[config.mk]
export PLATFORM = sky130hd
export DESIGN_NAME = tmo_timer
export DESIGN_NICKNAME = d
export VERILOG_FILES = /design/src/include/tmo_pkg.sv /design/src/hdl/tmo_timer.sv
export SDC_FILE = /design/constraint.sdc
export NUM_CORES = 1
export LEC_CHECK = 0
export BUFFER_PORTS_ARGS = -buffer_cell sky130_fd_sc_hd__buf_2
export CORE_ASPECT_RATIO = 0.8
export CORE_MARGIN = 2
export CORE_UTILIZATION = 47
export CTS_CLUSTER_DIAMETER = 30
export CTS_CLUSTER_SIZE = 12
export DETAILED_ROUTE_END_ITERATION = 7
export PLACE_DENSITY = 0.76
export SLEW_MARGIN = 10
export SYNTH_ARGS = -nofsm -noshare
export SYNTH_HDL_FRONTEND = slang
export SYNTH_SLANG_ARGS = --single-unit
[constraint.sdc]
create_clock -name CLK -period 1.87 [get_ports CLK]
set_input_delay 0.187 -clock CLK [delete_from_list [all_inputs] [get_ports CLK]]
set_output_delay 0.187 -clock CLK [all_outputs]
set_load 0.03 [all_outputs]
[src/include/tmo_pkg.sv]
// constants and types for the sixteen-bit timer/counter
package tmo_pkg;

    // ==========================================================
    // register map (byte offsets on the 8-bit register port)
    localparam logic [7:0] TMO_OFS_FLAG    = 8'h0C;
    localparam logic [7:0] TMO_OFS_CNT_LO  = 8'h0E;
    localparam logic [7:0] TMO_OFS_CNT_HI  = 8'h0F;
    localparam logic [7:0] TMO_OFS_CTRL    = 8'h10;
    localparam logic [7:0] TMO_OFS_ENABLE  = 8'h8C;

    // ==========================================================
    // control, flag and enable register fields and reset values
    localparam int         TMO_BIT_RUN     = 0;
    localparam int         TMO_BIT_SRC     = 1;
    localparam int         TMO_BIT_NOSYNC  = 2;
    localparam int         TMO_BIT_OSCEN   = 3;
    localparam int         TMO_BIT_PS_LO   = 4;
    localparam int         TMO_BIT_OVF     = 0;
    localparam logic [7:0] TMO_CTRL_MASK   = 8'h3F;
    localparam logic [7:0] TMO_CTRL_RESET  = 8'h00;
    localparam logic [7:0] TMO_FLAG_RESET  = 8'h00;
    localparam logic [7:0] TMO_ENA_RESET   = 8'h00;

    // ==========================================================
    // timing: instruction cycle is one quarter of the oscillator
    localparam int         TMO_OSC_PER_INSTR = 4;
    localparam logic [1:0] TMO_PHASE_LAST    = 2'(TMO_OSC_PER_INSTR - 1);
    localparam logic [15:0] TMO_CNT_MAX      = 16'hFFFF;
    localparam logic [15:0] TMO_CNT_ZERO     = 16'h0000;

    // ==========================================================
    // decoded control fields
    typedef struct packed {
        logic [1:0] prescale_select;
        logic       osc_enable;
        logic       sync_bypass;
        logic       count_source_select;
        logic       run_enable;
    } tmo_ctrl_s;

    typedef enum logic [1:0] {
        TMO_MODE_TIMER,
        TMO_MODE_SYNC,
        TMO_MODE_ASYNC
    } tmo_mode_e;

endpackage

[src/hdl/tmo_timer.sv]
// sixteen-bit timer/counter with prescaler, sync stage and overflow flag
`timescale 1ns/1ps
// Contract
// 16-bit count, two bytes, wraps to zero
// wrap latches overflow flag at bit 0
// interrupt request gated by enable bit 0
// control bit 1 selects count source
// timer mode counts every instruction cycle
// control bit 0 runs or holds count
// bits 5-4 prescale 1, 2, 4, 8
// control bit 3 enables low-power oscillator
// oscillator on: pins inputs, read zero
// bit 2 sync select, external source only
// falling edge needed before first count
// oscillator on selects oscillator input pin
// prescaler before sync stage
// sync counter halts in sleep, prescaler runs
// async counter runs in sleep, wakes
// no time base in async mode
// each byte read coherent
// software corrects overflow between byte reads
// software stops counter before writing
// capture/compare units may reset count
// oscillator keeps running in sleep
// software waits for oscillator start-up
// count write beats capture/compare reset
// capture/compare reset sets no flag
// count byte write clears prescaler
// control cleared by reset, count kept
module tmo_timer
    import tmo_pkg::*;
(
    input  wire logic        CLK,
    input  wire logic        RSTN,
    input  wire logic [7:0]  ADDR,
    input  wire logic [7:0]  WDATA,
    input  wire logic        WE,
    input  wire logic        RE,
    output logic      [7:0]  RDATA,
    input  wire logic        SLEEP,
    input  wire logic        CAPCMP1_TRIG,
    input  wire logic        CAPCMP2_TRIG,
    input  wire logic [1:0]  PORT_DIR,
    input  wire logic [1:0]  PORT_OUT,
    input  wire logic [1:0]  PIN_I,
    output logic      [1:0]  PIN_O,
    output logic      [1:0]  PIN_OE,
    output logic      [1:0]  PIN_RD,
    output logic             OSC_RUN,
    output logic             IRQ,
    output logic             WAKE,
    output logic      [15:0] TIME_BASE,
    output logic             TIME_BASE_VALID
);

    // ==========================================================
    // functions
    function automatic logic prescale_done(input logic [2:0] cnt,
                                           input logic [1:0] sel);
        logic [2:0] mask;
        mask = 3'(({3'h0, 1'b1} << sel) - 4'h1);
        prescale_done = ((cnt & mask) == mask);
    endfunction

    function automatic logic hit(input logic [7:0] a,
                                 input logic [7:0] ofs);
        hit = (a == ofs);
    endfunction

    // ==========================================================
    // registers
    logic [7:0]  ctrl_r;
    logic        flag_r;
    logic        ena_r;
    logic [15:0] count_r;
    logic [15:0] count_nxt;
    logic [2:0]  pre_r;
    logic [1:0]  phase_r;
    logic [1:0]  pin_q_r;
    logic        pin_prev;
    logic        armed_r;
    logic        run_q_r;
    logic        sync1_r;
    logic        sync2_r;
    logic        sync3_r;
    tmo_ctrl_s   ctrl;
    tmo_mode_e   mode;
    logic        instr_en;
    logic        cnt_pin;
    logic        rise;
    logic        fall;
    logic        pre_in;
    logic        pre_out;
    logic        inc;
    logic        wr_lo;
    logic        wr_hi;
    logic        capcmp_clr;
    logic        wrap;

    assign ctrl = tmo_ctrl_s'(ctrl_r[5:0]);

    always_comb begin
        if (!ctrl.count_source_select) begin
            mode = TMO_MODE_TIMER;
        end else if (ctrl.sync_bypass) begin
            mode = TMO_MODE_ASYNC;
        end else begin
            mode = TMO_MODE_SYNC;
        end
    end

    assign wr_lo = WE && hit(ADDR, TMO_OFS_CNT_LO);
    assign wr_hi = WE && hit(ADDR, TMO_OFS_CNT_HI);

    // ==========================================================
    // instruction cycle divider, oscillator stops in sleep
    always_ff @(posedge CLK) begin
        if (!RSTN) begin
            phase_r <= 2'h0;
        end else if (!SLEEP) begin
            phase_r <= phase_r + 2'h1;
        end
    end

    assign instr_en = !SLEEP && (phase_r == TMO_PHASE_LAST);

    // ==========================================================
    // pins and edge detection
    // history kept per pin, so moving the selection makes no false edge
    assign cnt_pin  = ctrl.osc_enable ? PIN_I[1] : PIN_I[0];
    assign pin_prev = ctrl.osc_enable ? pin_q_r[1] : pin_q_r[0];
    assign rise     = cnt_pin && !pin_prev;
    assign fall     = !cnt_pin && pin_prev;

    // low-power oscillator stays up in sleep
    assign OSC_RUN = ctrl.osc_enable;

    always_comb begin
        for (int i = 0; i < 2; i++) begin
            PIN_OE[i] = !PORT_DIR[i] && !ctrl.osc_enable;
            PIN_O[i]  = PORT_OUT[i] && !ctrl.osc_enable;
            PIN_RD[i] = PIN_I[i] && !ctrl.osc_enable;
        end
    end

    always_ff @(posedge CLK) begin
        if (!RSTN) begin
            pin_q_r <= 2'h0;
            run_q_r <= 1'b0;
        end else begin
            pin_q_r <= PIN_I;
            run_q_r <= ctrl.run_enable && ctrl.count_source_select;
        end
    end

    // counting waits for a falling edge after enable in counter mode
    always_ff @(posedge CLK) begin
        if (!RSTN) begin
            armed_r <= 1'b0;
        end else if (!(ctrl.run_enable && ctrl.count_source_select)) begin
            armed_r <= 1'b0;
        end else if (!run_q_r) begin
            armed_r <= fall;
        end else if (fall) begin
            armed_r <= 1'b1;
        end
    end

    // ==========================================================
    // prescaler on raw input ahead of the sync stage
    always_comb begin
        if (mode == TMO_MODE_TIMER) begin
            pre_in = ctrl.run_enable && instr_en;
        end else begin
            pre_in = ctrl.run_enable && armed_r && rise;
        end
    end

    assign pre_out = pre_in && prescale_done(pre_r, ctrl.prescale_select);

    always_ff @(posedge CLK) begin
        if (!RSTN) begin
            pre_r <= 3'h0;
        end else if (wr_lo || wr_hi) begin
            pre_r <= 3'h0;
        end else if (pre_in) begin
            pre_r <= pre_out ? 3'h0 : pre_r + 3'h1;
        end
    end

    // ==========================================================
    // sync stage after prescaler; halted in sleep, edges lost then
    always_ff @(posedge CLK) begin
        if (!RSTN) begin
            sync1_r <= 1'b0;
            sync2_r <= 1'b0;
            sync3_r <= 1'b0;
        end else if (SLEEP || mode != TMO_MODE_SYNC) begin
            sync1_r <= 1'b0;
            sync2_r <= 1'b0;
            sync3_r <= 1'b0;
        end else begin
            sync1_r <= pre_out;
            sync2_r <= sync1_r;
            sync3_r <= sync2_r;
        end
    end

    always_comb begin
        case (mode)
            TMO_MODE_TIMER: inc = pre_out;
            TMO_MODE_SYNC:  inc = sync2_r && !sync3_r && ctrl.run_enable;
            TMO_MODE_ASYNC: inc = pre_out;
            default:        inc = 1'b0;
        endcase
    end

    // ==========================================================
    // count register; not touched by reset, so no reset branch
    // async mode may miss the trigger, so it is ignored there
    assign capcmp_clr = (CAPCMP1_TRIG || CAPCMP2_TRIG) && mode != TMO_MODE_ASYNC;
    assign wrap       = inc && !(wr_lo || wr_hi) && !capcmp_clr
                        && (count_r == TMO_CNT_MAX);

    always_comb begin
        count_nxt = count_r;
        if (wr_lo || wr_hi) begin
            if (wr_lo) begin
                count_nxt[7:0] = WDATA;
            end
            if (wr_hi) begin
                count_nxt[15:8] = WDATA;
            end
        end else if (capcmp_clr) begin
            count_nxt = TMO_CNT_ZERO;
        end else if (inc) begin
            count_nxt = count_r + 16'h0001;
        end
    end

    always_ff @(posedge CLK) begin
        count_r <= count_nxt;
    end

    assign TIME_BASE       = count_r;
    assign TIME_BASE_VALID = (mode != TMO_MODE_ASYNC);

    // ==========================================================
    // control and interrupt registers
    always_ff @(posedge CLK) begin
        if (!RSTN) begin
            ctrl_r <= TMO_CTRL_RESET;
        end else if (WE && hit(ADDR, TMO_OFS_CTRL)) begin
            ctrl_r <= WDATA & TMO_CTRL_MASK;
        end
    end

    always_ff @(posedge CLK) begin
        if (!RSTN) begin
            flag_r <= TMO_FLAG_RESET[TMO_BIT_OVF];
        end else if (wrap) begin
            flag_r <= 1'b1;
        end else if (WE && hit(ADDR, TMO_OFS_FLAG)) begin
            flag_r <= WDATA[TMO_BIT_OVF];
        end
    end

    always_ff @(posedge CLK) begin
        if (!RSTN) begin
            ena_r <= TMO_ENA_RESET[TMO_BIT_OVF];
        end else if (WE && hit(ADDR, TMO_OFS_ENABLE)) begin
            ena_r <= WDATA[TMO_BIT_OVF];
        end
    end

    assign IRQ  = flag_r && ena_r;
    assign WAKE = IRQ && SLEEP;

    // ==========================================================
    // read port; single clock, so each byte is sampled whole
    always_ff @(posedge CLK) begin
        if (!RSTN) begin
            RDATA <= 8'h00;
        end else if (RE) begin
            case (ADDR)
                TMO_OFS_CNT_LO: RDATA <= count_r[7:0];
                TMO_OFS_CNT_HI: RDATA <= count_r[15:8];
                TMO_OFS_CTRL:   RDATA <= ctrl_r;
                TMO_OFS_FLAG:   RDATA <= {7'h00, flag_r};
                TMO_OFS_ENABLE: RDATA <= {7'h00, ena_r};
                default:        RDATA <= 8'h00;
            endcase
        end else begin
            RDATA <= 8'h00;
        end
    end

endmodule

Word-level counts from Yosys, hierarchy flattened
Cells that the tools add are included.

cells by class
  add/sub/neg operators = 4
  eq/ne operators = 15
  shift-type cells = 1
  mux-type cells = 17
  bitwise gates (word level) = 2
  reductions and logical operators = 49

operator list
  cell                     count
  $mux W16                 3
  $pmux W8 S5              1
  $logic_and A1 B1 Y1      27
  $eq A8 B4 Y1 const B     3
  $add A16 B1 Y16 const B  1
  $eq A16 B16 Y1 const B   1
  $mux W8                  2
  $logic_not A1 Y1         9
  $eq A8 B5 Y1 const B     1
  $eq A8 B8 Y1 const B     1
  $reduce_and A2 Y1        4
  $mux W1                  7
  $ne A2 B2 Y1 const B     3
  $reduce_or A2 Y1         3
  $eq A2 B2 Y1 const B     2
  $mux W2                  2
  $ne A2 B1 Y1 const B     2
  $add A3 B1 Y3 const B    1
  $and A3 B3 Y3            1
  $eq A3 B3 Y1             1
  $logic_or A1 B1 Y1       3
  $mux W3                  1
  $reduce_bool A3 Y1       1
  $shl A1 B2 Y3 const A    1
  7 further kinds          7

storage, ports and cells
  flip-flop bits (word level) = 44
  input bits = 29
  output and inout bits = 34
  word-level logic and storage cells = 102

Depth between registers and ports, before layout
Gate-level depths: netlist (run 1).

  depth in word-level cells = 11
  gate-level depth with buffers = 6
  mapped depth without buffers = 6

Worst setup path after synthesis (run 1)
Ideal clock, no wire load.

  kind = flip-flop to flip-flop
  start point = register ctrl_r[3]
  end point = register count_r[0], in the netlist TIME_BASE[0], enable pin
  setup time = 0.375 ns
  data arrival time = 1.920 ns
  data required time = 1.495 ns
  path slack = -0.425 ns
  stages on the path, launching flop included = 7
  path buffers = 1
  clock period less this slack = 2.295 ns
  cell sequence = dfxtp_1 buf_4 nand2_4 o2bb2ai_4 a41oi_4 o311a_1 a21oi_1

on the way
  cells in the longest elaborated chain, start to end = 9
  elaborated cells between the ends (all ways) = 10
  classes of those cells = 4 x mux; 6 x reduce/logical

ends and longest elaborated chain
  what                            line              source
  from (decl)                     tmo_timer.sv:72   logic [7:0] ctrl_r;
  from (signal assigned)          tmo_timer.sv:254  ctrl_r <= WDATA & TMO_CTRL_MASK;
  $mux W1                         tmo_timer.sv:131  assign pin_prev = ctrl.osc_enable ? pin_q_r[1] : pin_q_r[0];
  $logic_not A1 Y1                tmo_timer.sv:132  assign rise = cnt_pin && !pin_prev;
  $logic_and A1 B1 Y1 *           tmo_timer.sv:132
  $logic_and A1 B1 Y1 *           tmo_timer.sv:175  pre_in = ctrl.run_enable && armed_r && rise;
  $mux W1 *                       tmo_timer.sv:172  if (mode == TMO_MODE_TIMER) begin
  $logic_and A1 B1 Y1 *           tmo_timer.sv:179  assign pre_out = pre_in && prescale_done(pre_r, ctrl.prescale_select);
  $pmux W1 S2 *                   tmo_timer.sv:210  case (mode)
  $reduce_bool A3 Y1 (no line) *  n/a
  $reduce_and A2 Y1 (no line) *   n/a
  to (signal assigned)            tmo_timer.sv:242  count_r <= count_nxt;
  to (decl)                       tmo_timer.sv:75   logic [15:0] count_r;

Every way passes the cells marked *; elsewhere a longest branch is shown, timed or not.
A chain may end at the register's enable or synchronous reset.

Final worst setup path (run 1)
  start point = register ctrl_r[3]
  end point = register count_r[5], in the netlist TIME_BASE[5], enable pin

The elaborated chain is that of the path after synthesis.

==> metrics, run 1 <==
run status completed; DRC 0; layout cell share with drive strength beyond 1 0.342; DR vias 2,120; Setup CP Type reg2reg; core box area 4680 um^2; vias in the first global route 1,913; Switching Power 0.000532 W; R2R setup slack 0.009 ns; Core Rows 22; largest area contributor in the netlist dfxtp_1; synth-to-layout area growth 28.4%; final WL 6.02 mm; CP Launch Type flop; Syn Nets 274; Hold Path End pin_q_r[0]$_SDFF_PN0_; commonest non-fill, non-tap cell in the layout buf_2; grt total ovfl 0; Slew HR 0.665; distinct cell type count of the synthesized netlist 49; sequential-to-total area share from yosys stat 0.448; Die ar. 5530 um^2; Pre-Repair DR Iteration Count 4; hold path cells 2; Syn Area/Cell 9.60 um^2; RSZ-0062 raised after global routing yes; Max-Cap Viols 0; gr usage total 0.236; pin count of the biggest net entering global routing 18; Gate power share 0.139; slowest cell on the critical path o311a_4; LEAKAGE 1.24 nW; Avg Vias per Cell 5.51; main flop type after synthesis dfxtp_1; first-pass GRT wire length 9.59 mm; dpl hpwl 4.72 mm; Crit path required time 1.84 ns; Tmin final 1.86 ns; Slew Viols, Final 0; # diodes 0; antenna violations before repair 0; Worst-path clk slew 0.08 ns; area of the mapped netlist 2320 um^2; CP Capture Type flop; clock sinks 44; Place WS 0.0275 ns; FF-to-FF End TIME_BASE[5]$_DFFE_PP_; async set-reset flop share out of synthesis 0; #FFs+latches synth 44; final hold vios 0; worst hold start PIN_I[0]; FILL cells 410; Critical R2R Launch ctrl_r[3]$_SDFFE_PN0P_; most frequent cells in the layout 62 x buf_2, 38 x nand2_1, 27 x dfxtp_1; GPL Wtd Cong 0.917; clk_skew 0.00841 ns; Routed wire per std cell 15.6 um; IO Port Bufs 62; Setup Viol. Count Final 0; clk root buf clkbuf_8; Yosys top cell area share 0.241; R2R depth 5; CTS tree done; worst min-delay path class in2reg; Sw Share 0.255; antenna viol nets, final 0; Clk Latency, worst-skew pair 0.30 ns; crit share post-route 0.995; Crit path arrival time 1.83 ns; CP peak stage delay 0.40 ns; Mapped Cells 242; PD cells 699 nW/um^2; Post-synth EDFFs 16; DP Cell Count 377; nets@finish 356; Seq pwr share 0.504; maximum vdd drop 428 uV; FMAX 0.537 GHz; drt first-iter violations 155; register area 1040 um^2; multi-input logic area 1250 um^2; Synth area leaders dfxtp_1 24%, edfxtp_1 21%, nand2_1 6.1%; CP Cell Sequence and2b_4 > o2bb2ai_4 > a41oi_4 > o311a_4 > a21oi_4; I/O pin count 63; total CTS buffers 5; Worst-Margin Slew 0.503 ns; CTS max path bufs 2; PnR worst setup slack 0.00868 ns; Int Power 0.00155 W; Clock Power Share 0.357; Die Wd 82.6 um; die height 66.9 um; Synth warnings 0; Initial Utilization 0.497; critical-path maximum fanout 8; Non-Filler Instances 385; number of H-tree levels 2
critical path: cells and delay by family (launching register included):
family,cells,cell delay [ns]
AOI/OAI and AO/OA,4,0.93
and+or+nand+nor,1,0.26
DFF,1,0.35
how the worst max path moves through the flow:
| stage | startpoint | end | slack [ns] | cells past startpoint |
|---|---|---|---|---|
| final | ctrl_r[3]$_SDFFE_PN0P_ | TIME_BASE[5]$_DFFE_PP_ | 0.009 | 5 |
| after global routing | ctrl_r[3]$_SDFFE_PN0P_ | TIME_BASE[2]$_DFFE_PP_ | -0.03 | 5 |
| after CTS | ctrl_r[3]$_SDFFE_PN0P_ | TIME_BASE[6]$_DFFE_PP_ | 0.01 | 5 |
| after detailed placement | ctrl_r[3]$_SDFFE_PN0P_ | TIME_BASE[6]$_DFFE_PP_ | 0.03 | 5 |
| after global placement | ctrl_r[3]$_SDFFE_PN0P_ | TIME_BASE[14]$_DFFE_PP_ | 0.06 | 5 |
| after floorplan | ctrl_r[3]$_SDFFE_PN0P_ | TIME_BASE[0]$_DFFE_PP_ | -0.07 | 5 |
synthesized netlist by cell type (2+ instances only):
library cell,instances
xor2_1,8
a21oi_1,5
clkbuf_1,2
nor2_1,15
a21boi_0,7
and3_1,5
and2_1,8
inv_1,8
mux2i_1,5
or3_1,2
edfxtp_1,16
nand3_1,6
buf_2,3
dfxtp_1,28
and4_1,3
ha_1,3
mux2_2,5
a22oi_1,6
nor2b_1,6
nand2_1,38
nor4_2,2
nand4_1,4
nor3_1,4
o21ai_0,22
xnor2_1,7
repair_timing:
action,4_1_cts,5_1_grt
gates resized for setup,0,0
endpoints found under the setup margin,0,16
hold buffers,0,0
setup buffers,0,0
per-stage QoR:
stage	cell area [um^2]	setup TNS, ns	hold WS, ns	total power [W]	utilization
2_1_floorplan	2360	-1.08	0.309	0.00124	-
3_3_place_gp	2860	0	0.409	0.00136	0.612
3_5_place_dp	2860	0	0.416	0.00136	0.612
4_1_cts	2980	0	0.128	0.00210	0.638
5_1_grt	2980	-0.417	0.132	0.00217	0.638
6_report	2980	0	0.132	0.00209	0.638
layout make-up:
type                       count  area share
clock buffer                   8      0.0407
inverter                       8      0.0101
multi-input combinational    183       0.420
sequential                    44       0.350
tap                           60      0.0252
timing repair buffer          82       0.154
logic make-up (layout without fill, tap and decap cells):
logic type               count (synthesis)  in the layout  share of synthesized area
AND/OR/NAND/NOR                        106            106                      0.251
AO/OA/AOI/OAI                           48             48                      0.150
flip-flops                              44             44                      0.448
XOR/XNOR                                15             15                     0.0565
buffers and inverters                   15             98                     0.0280
multiplexers                            11             11                     0.0506
adder cells (fa/ha/maj)                  3              3                     0.0162
power by group through the flow:
| stage | Sequential, W | Combinational [W] | Clock (W) |
|---|---|---|---|
| floorplan | 0.00112 | 0.000114 | 0 |
| global placement | 0.00107 | 0.000284 | 0 |
| detailed placement | 0.00107 | 0.000287 | 0 |
| CTS | 0.00105 | 0.000289 | 0.000756 |
| global route | 0.00106 | 0.000311 | 0.000805 |
| finish | 0.00105 | 0.000289 | 0.000745 |
routing by layer:
layer,part of all wire,global-route usage,up-vias
met5,0,0,-
met4,0.016,0.0738,0
met3,0.080,0.0407,11
met2,0.44,0.357,82
met1,0.46,0.342,998
li1,-,-,1029
state kept, by name, summed over array words and instances (netlist names):
signal,flops
RDATA,8
TIME_BASE,16
armed_r,1
ctrl_r,6
ena_r,1
flag_r,1
phase_r,2
pin_q_r,2
pre_r,3
run_q_r,1
sync1_r,1
sync2_r,1
sync3_r,1
No activity file was read; power rests on OpenSTA's default activity.
==> run 2: changes to the inputs <==
--- a/config.mk
+++ b/config.mk
@@ -9,9 +9,9 @@
 export CORE_ASPECT_RATIO = 0.8
 export CORE_MARGIN = 2
-export CORE_UTILIZATION = 47
+export CORE_UTILIZATION = 45
 export CTS_CLUSTER_DIAMETER = 30
 export CTS_CLUSTER_SIZE = 12
 export DETAILED_ROUTE_END_ITERATION = 7
-export PLACE_DENSITY = 0.76
+export PLACE_DENSITY = 0.73
 export SLEW_MARGIN = 10
 export SYNTH_ARGS = -nofsm -noshare
==> constraint.sdc (replaced) <==
create_clock -name CLK -period 1.87 [get_ports CLK]
set_input_delay 0.2805 -clock CLK [delete_from_list [all_inputs] [get_ports CLK]]
set_output_delay 0.2805 -clock CLK [all_outputs]
set_load 0.03 [all_outputs]
==> run 2 against run 1 <==
Effect of this change:
- clock power is 9.4% lower
- flip-flop and latch count unchanged
- fmax increased by 0.67%
- final cell count grew 2.6%
- via count decreased by 0.75%
- cell area is 2.0% higher
- setup slack better by 0.012 ns
- utilization is 2.6 points lower
- critical path depth stayed put
- count of clock-buffer cells in the layout down 2
- first-iteration DRC count shrank 29%
- sequential power barely moved
- critical path type unchanged
==> metrics, run 2 (synthesized netlist as in run 1, its figures left out) <==
final core utilization 0.611; Placed Area 2910 um^2; CP Cell Sequence and2b_4 > o2bb2ai_4 > a41oi_4 > o311a_4 > a21oi_4; I/O pin count 63; Gate power share 0.148; Clock Power Share 0.332; pin count of the biggest net entering global routing 18; FMAX 0.541 GHz; Place WS -0.0453 ns; final hold vios 0; IO Port Bufs 62; total CTS buffers 5; # diodes 0; antenna viol nets, final 0; Tot Pwr 0.00203 W; post-route cell area 3040 um^2; synth-to-layout area growth 31.0%; slowest cell on the critical path o311a_4; critical-path maximum fanout 8; sum of negative setup slack 0 ns; Avg Vias per Cell 5.33; nets@finish 364; Switching Power 0.000542 W; commonest non-fill, non-tap cell in the layout buf_2; final WL 6.19 mm; GPL Wtd Cong 0.867; clock sinks 44; layout cell share with drive strength beyond 1 0.357; Die Wd 84.3 um; LEAKAGE 1.28 nW; met1 Resource Use GR 0.295; run status completed; core box area 4980 um^2; Max-Cap Viols 0; met2 Usage GRT 0.346; Crit path arrival time 1.83 ns; first-pass GRT wire length 9.40 mm; Setup CP Type reg2reg; Seq pwr share 0.520; most frequent cells in the layout 62 x buf_2, 38 x nand2_1, 27 x dfxtp_1, 27 x buf_4, 22 x o21ai_0; Die ar. 5760 um^2; PnR worst setup slack 0.0211 ns; Slew HR 0.662; dpl hpwl 4.83 mm; Routed wire per std cell 15.7 um; DR vias 2,104; CTS max path bufs 2; gr usage total 0.216; vias in the first global route 1,906; Int Power 0.00149 W; CTS tree done; crit share post-route 0.989; Slew Viols, Final 0; number of flip-flops in the largest register 16; Tmin final 1.85 ns; clk root buf clkbuf_8; Worst-Margin Slew 0.507 ns; CTS Hold Bufs 0; number of H-tree levels 2; Sw Share 0.266; Pre-Repair DR Iteration Count 4; drt first-iter violations 110; Critical R2R Launch ctrl_r[3]$_SDFFE_PN0P_; clk_skew 0.00628 ns; busiest grt layer met2; maximum vdd drop 446 uV; DRC 0; CP Launch Type flop; CP peak stage delay 0.40 ns; FILL cells 430; antenna violations before repair 0; CP Capture Type flop; Setup Viol. Count Final 0; Worst-path clk slew 0.08 ns; die height 68.3 um; worst hold start PIN_I[0]; grt total ovfl 0; Clk Latency, worst-skew pair 0.30 ns; Initial Utilization 0.467; Core Rows 23; RSZ-0062 raised after global routing yes; worst min-delay path class in2reg; Crit path required time 1.85 ns; beginning of the critical path ctrl_r[3]$_SDFFE_PN0P_; M3 GR Usage 0.0338; PD cells 668 nW/um^2
==> run 2: changes by cell type in the layout (fill, tap and decap cells not counted) <==
cell	previous run	this run
inv_4	0	1
clkbuf_8	7	5
clkinv_2	0	1
buf_4	20	27
buf_12	0	1
==> run 2: final timing paths <==
| path | slack, ns | cells past startpoint | to |
|---|---|---|---|
| max | 0.02 | 5 | TIME_BASE[10]$_DFFE_PP_ |
| max reg2reg | 0.02 | 5 | TIME_BASE[10]$_DFFE_PP_ |
| min | 0.23 | 2 | pin_q_r[0]$_SDFF_PN0_ |
| min reg2reg | 0.44 | 1 | sync2_r$_SDFF_PP0_ |
==> run 2: metrics by stage <==
| stage | cells | hold WS, ns |
|---|---|---|
| 3_3_place_gp | 385 | 0.411 |
| 6_report | 395 | 0.225 |
| 3_5_place_dp | 385 | 0.415 |
| 5_1_grt | 395 | 0.238 |
| 4_1_cts | 394 | 0.219 |
| 2_1_floorplan | 242 | 0.402 |
==> run 2: routing by layer <==
| metal | up-vias | share of wire |
|---|---|---|
| met2 | 67 | 0.46 |
| met3 | 8 | 0.058 |
| met5 | - | 0 |
| met4 | 0 | 0.018 |
| met1 | 988 | 0.46 |
| li1 | 1041 | - |
==> run 2: final cells by class <==
class | count | area (um^2) | area share
Inverter | 8 | 30.0 | 0.00987
Sequential cell | 44 | 1040 | 0.343
Multi-Input combinational cell | 183 | 1250 | 0.412
Timing Repair Buffer | 90 | 533 | 0.175
Tap cell | 62 | 77.6 | 0.0255
Clock buffer | 6 | 93.8 | 0.0308
Clock inverter | 2 | 11.3 | 0.00370
==> run 2: critical path: cells and delay by family (launching register included) <==
family,cells,cell delay [ns]
simple gates,1,0.25
compound gates,4,0.92
flops,1,0.35
==> run 2: what timing repair did <==
item / 4_1_cts / 5_1_grt
gates resized for setup: 0 / 0
buffers inserted: 1 / 1
setup endpoints to repair: 8 / 8
pin swaps: 0 / 0
==> run 2: power by group through the flow <==
stage                     clock network, W  logic (W)  registers, W
after floorplan                          0   0.000114       0.00112
after global placement                   0   0.000288       0.00108
after detailed placement                 0   0.000293       0.00108
after CTS                         0.000688   0.000301       0.00106
after global routing              0.000729   0.000324       0.00106
final                             0.000675   0.000302       0.00106
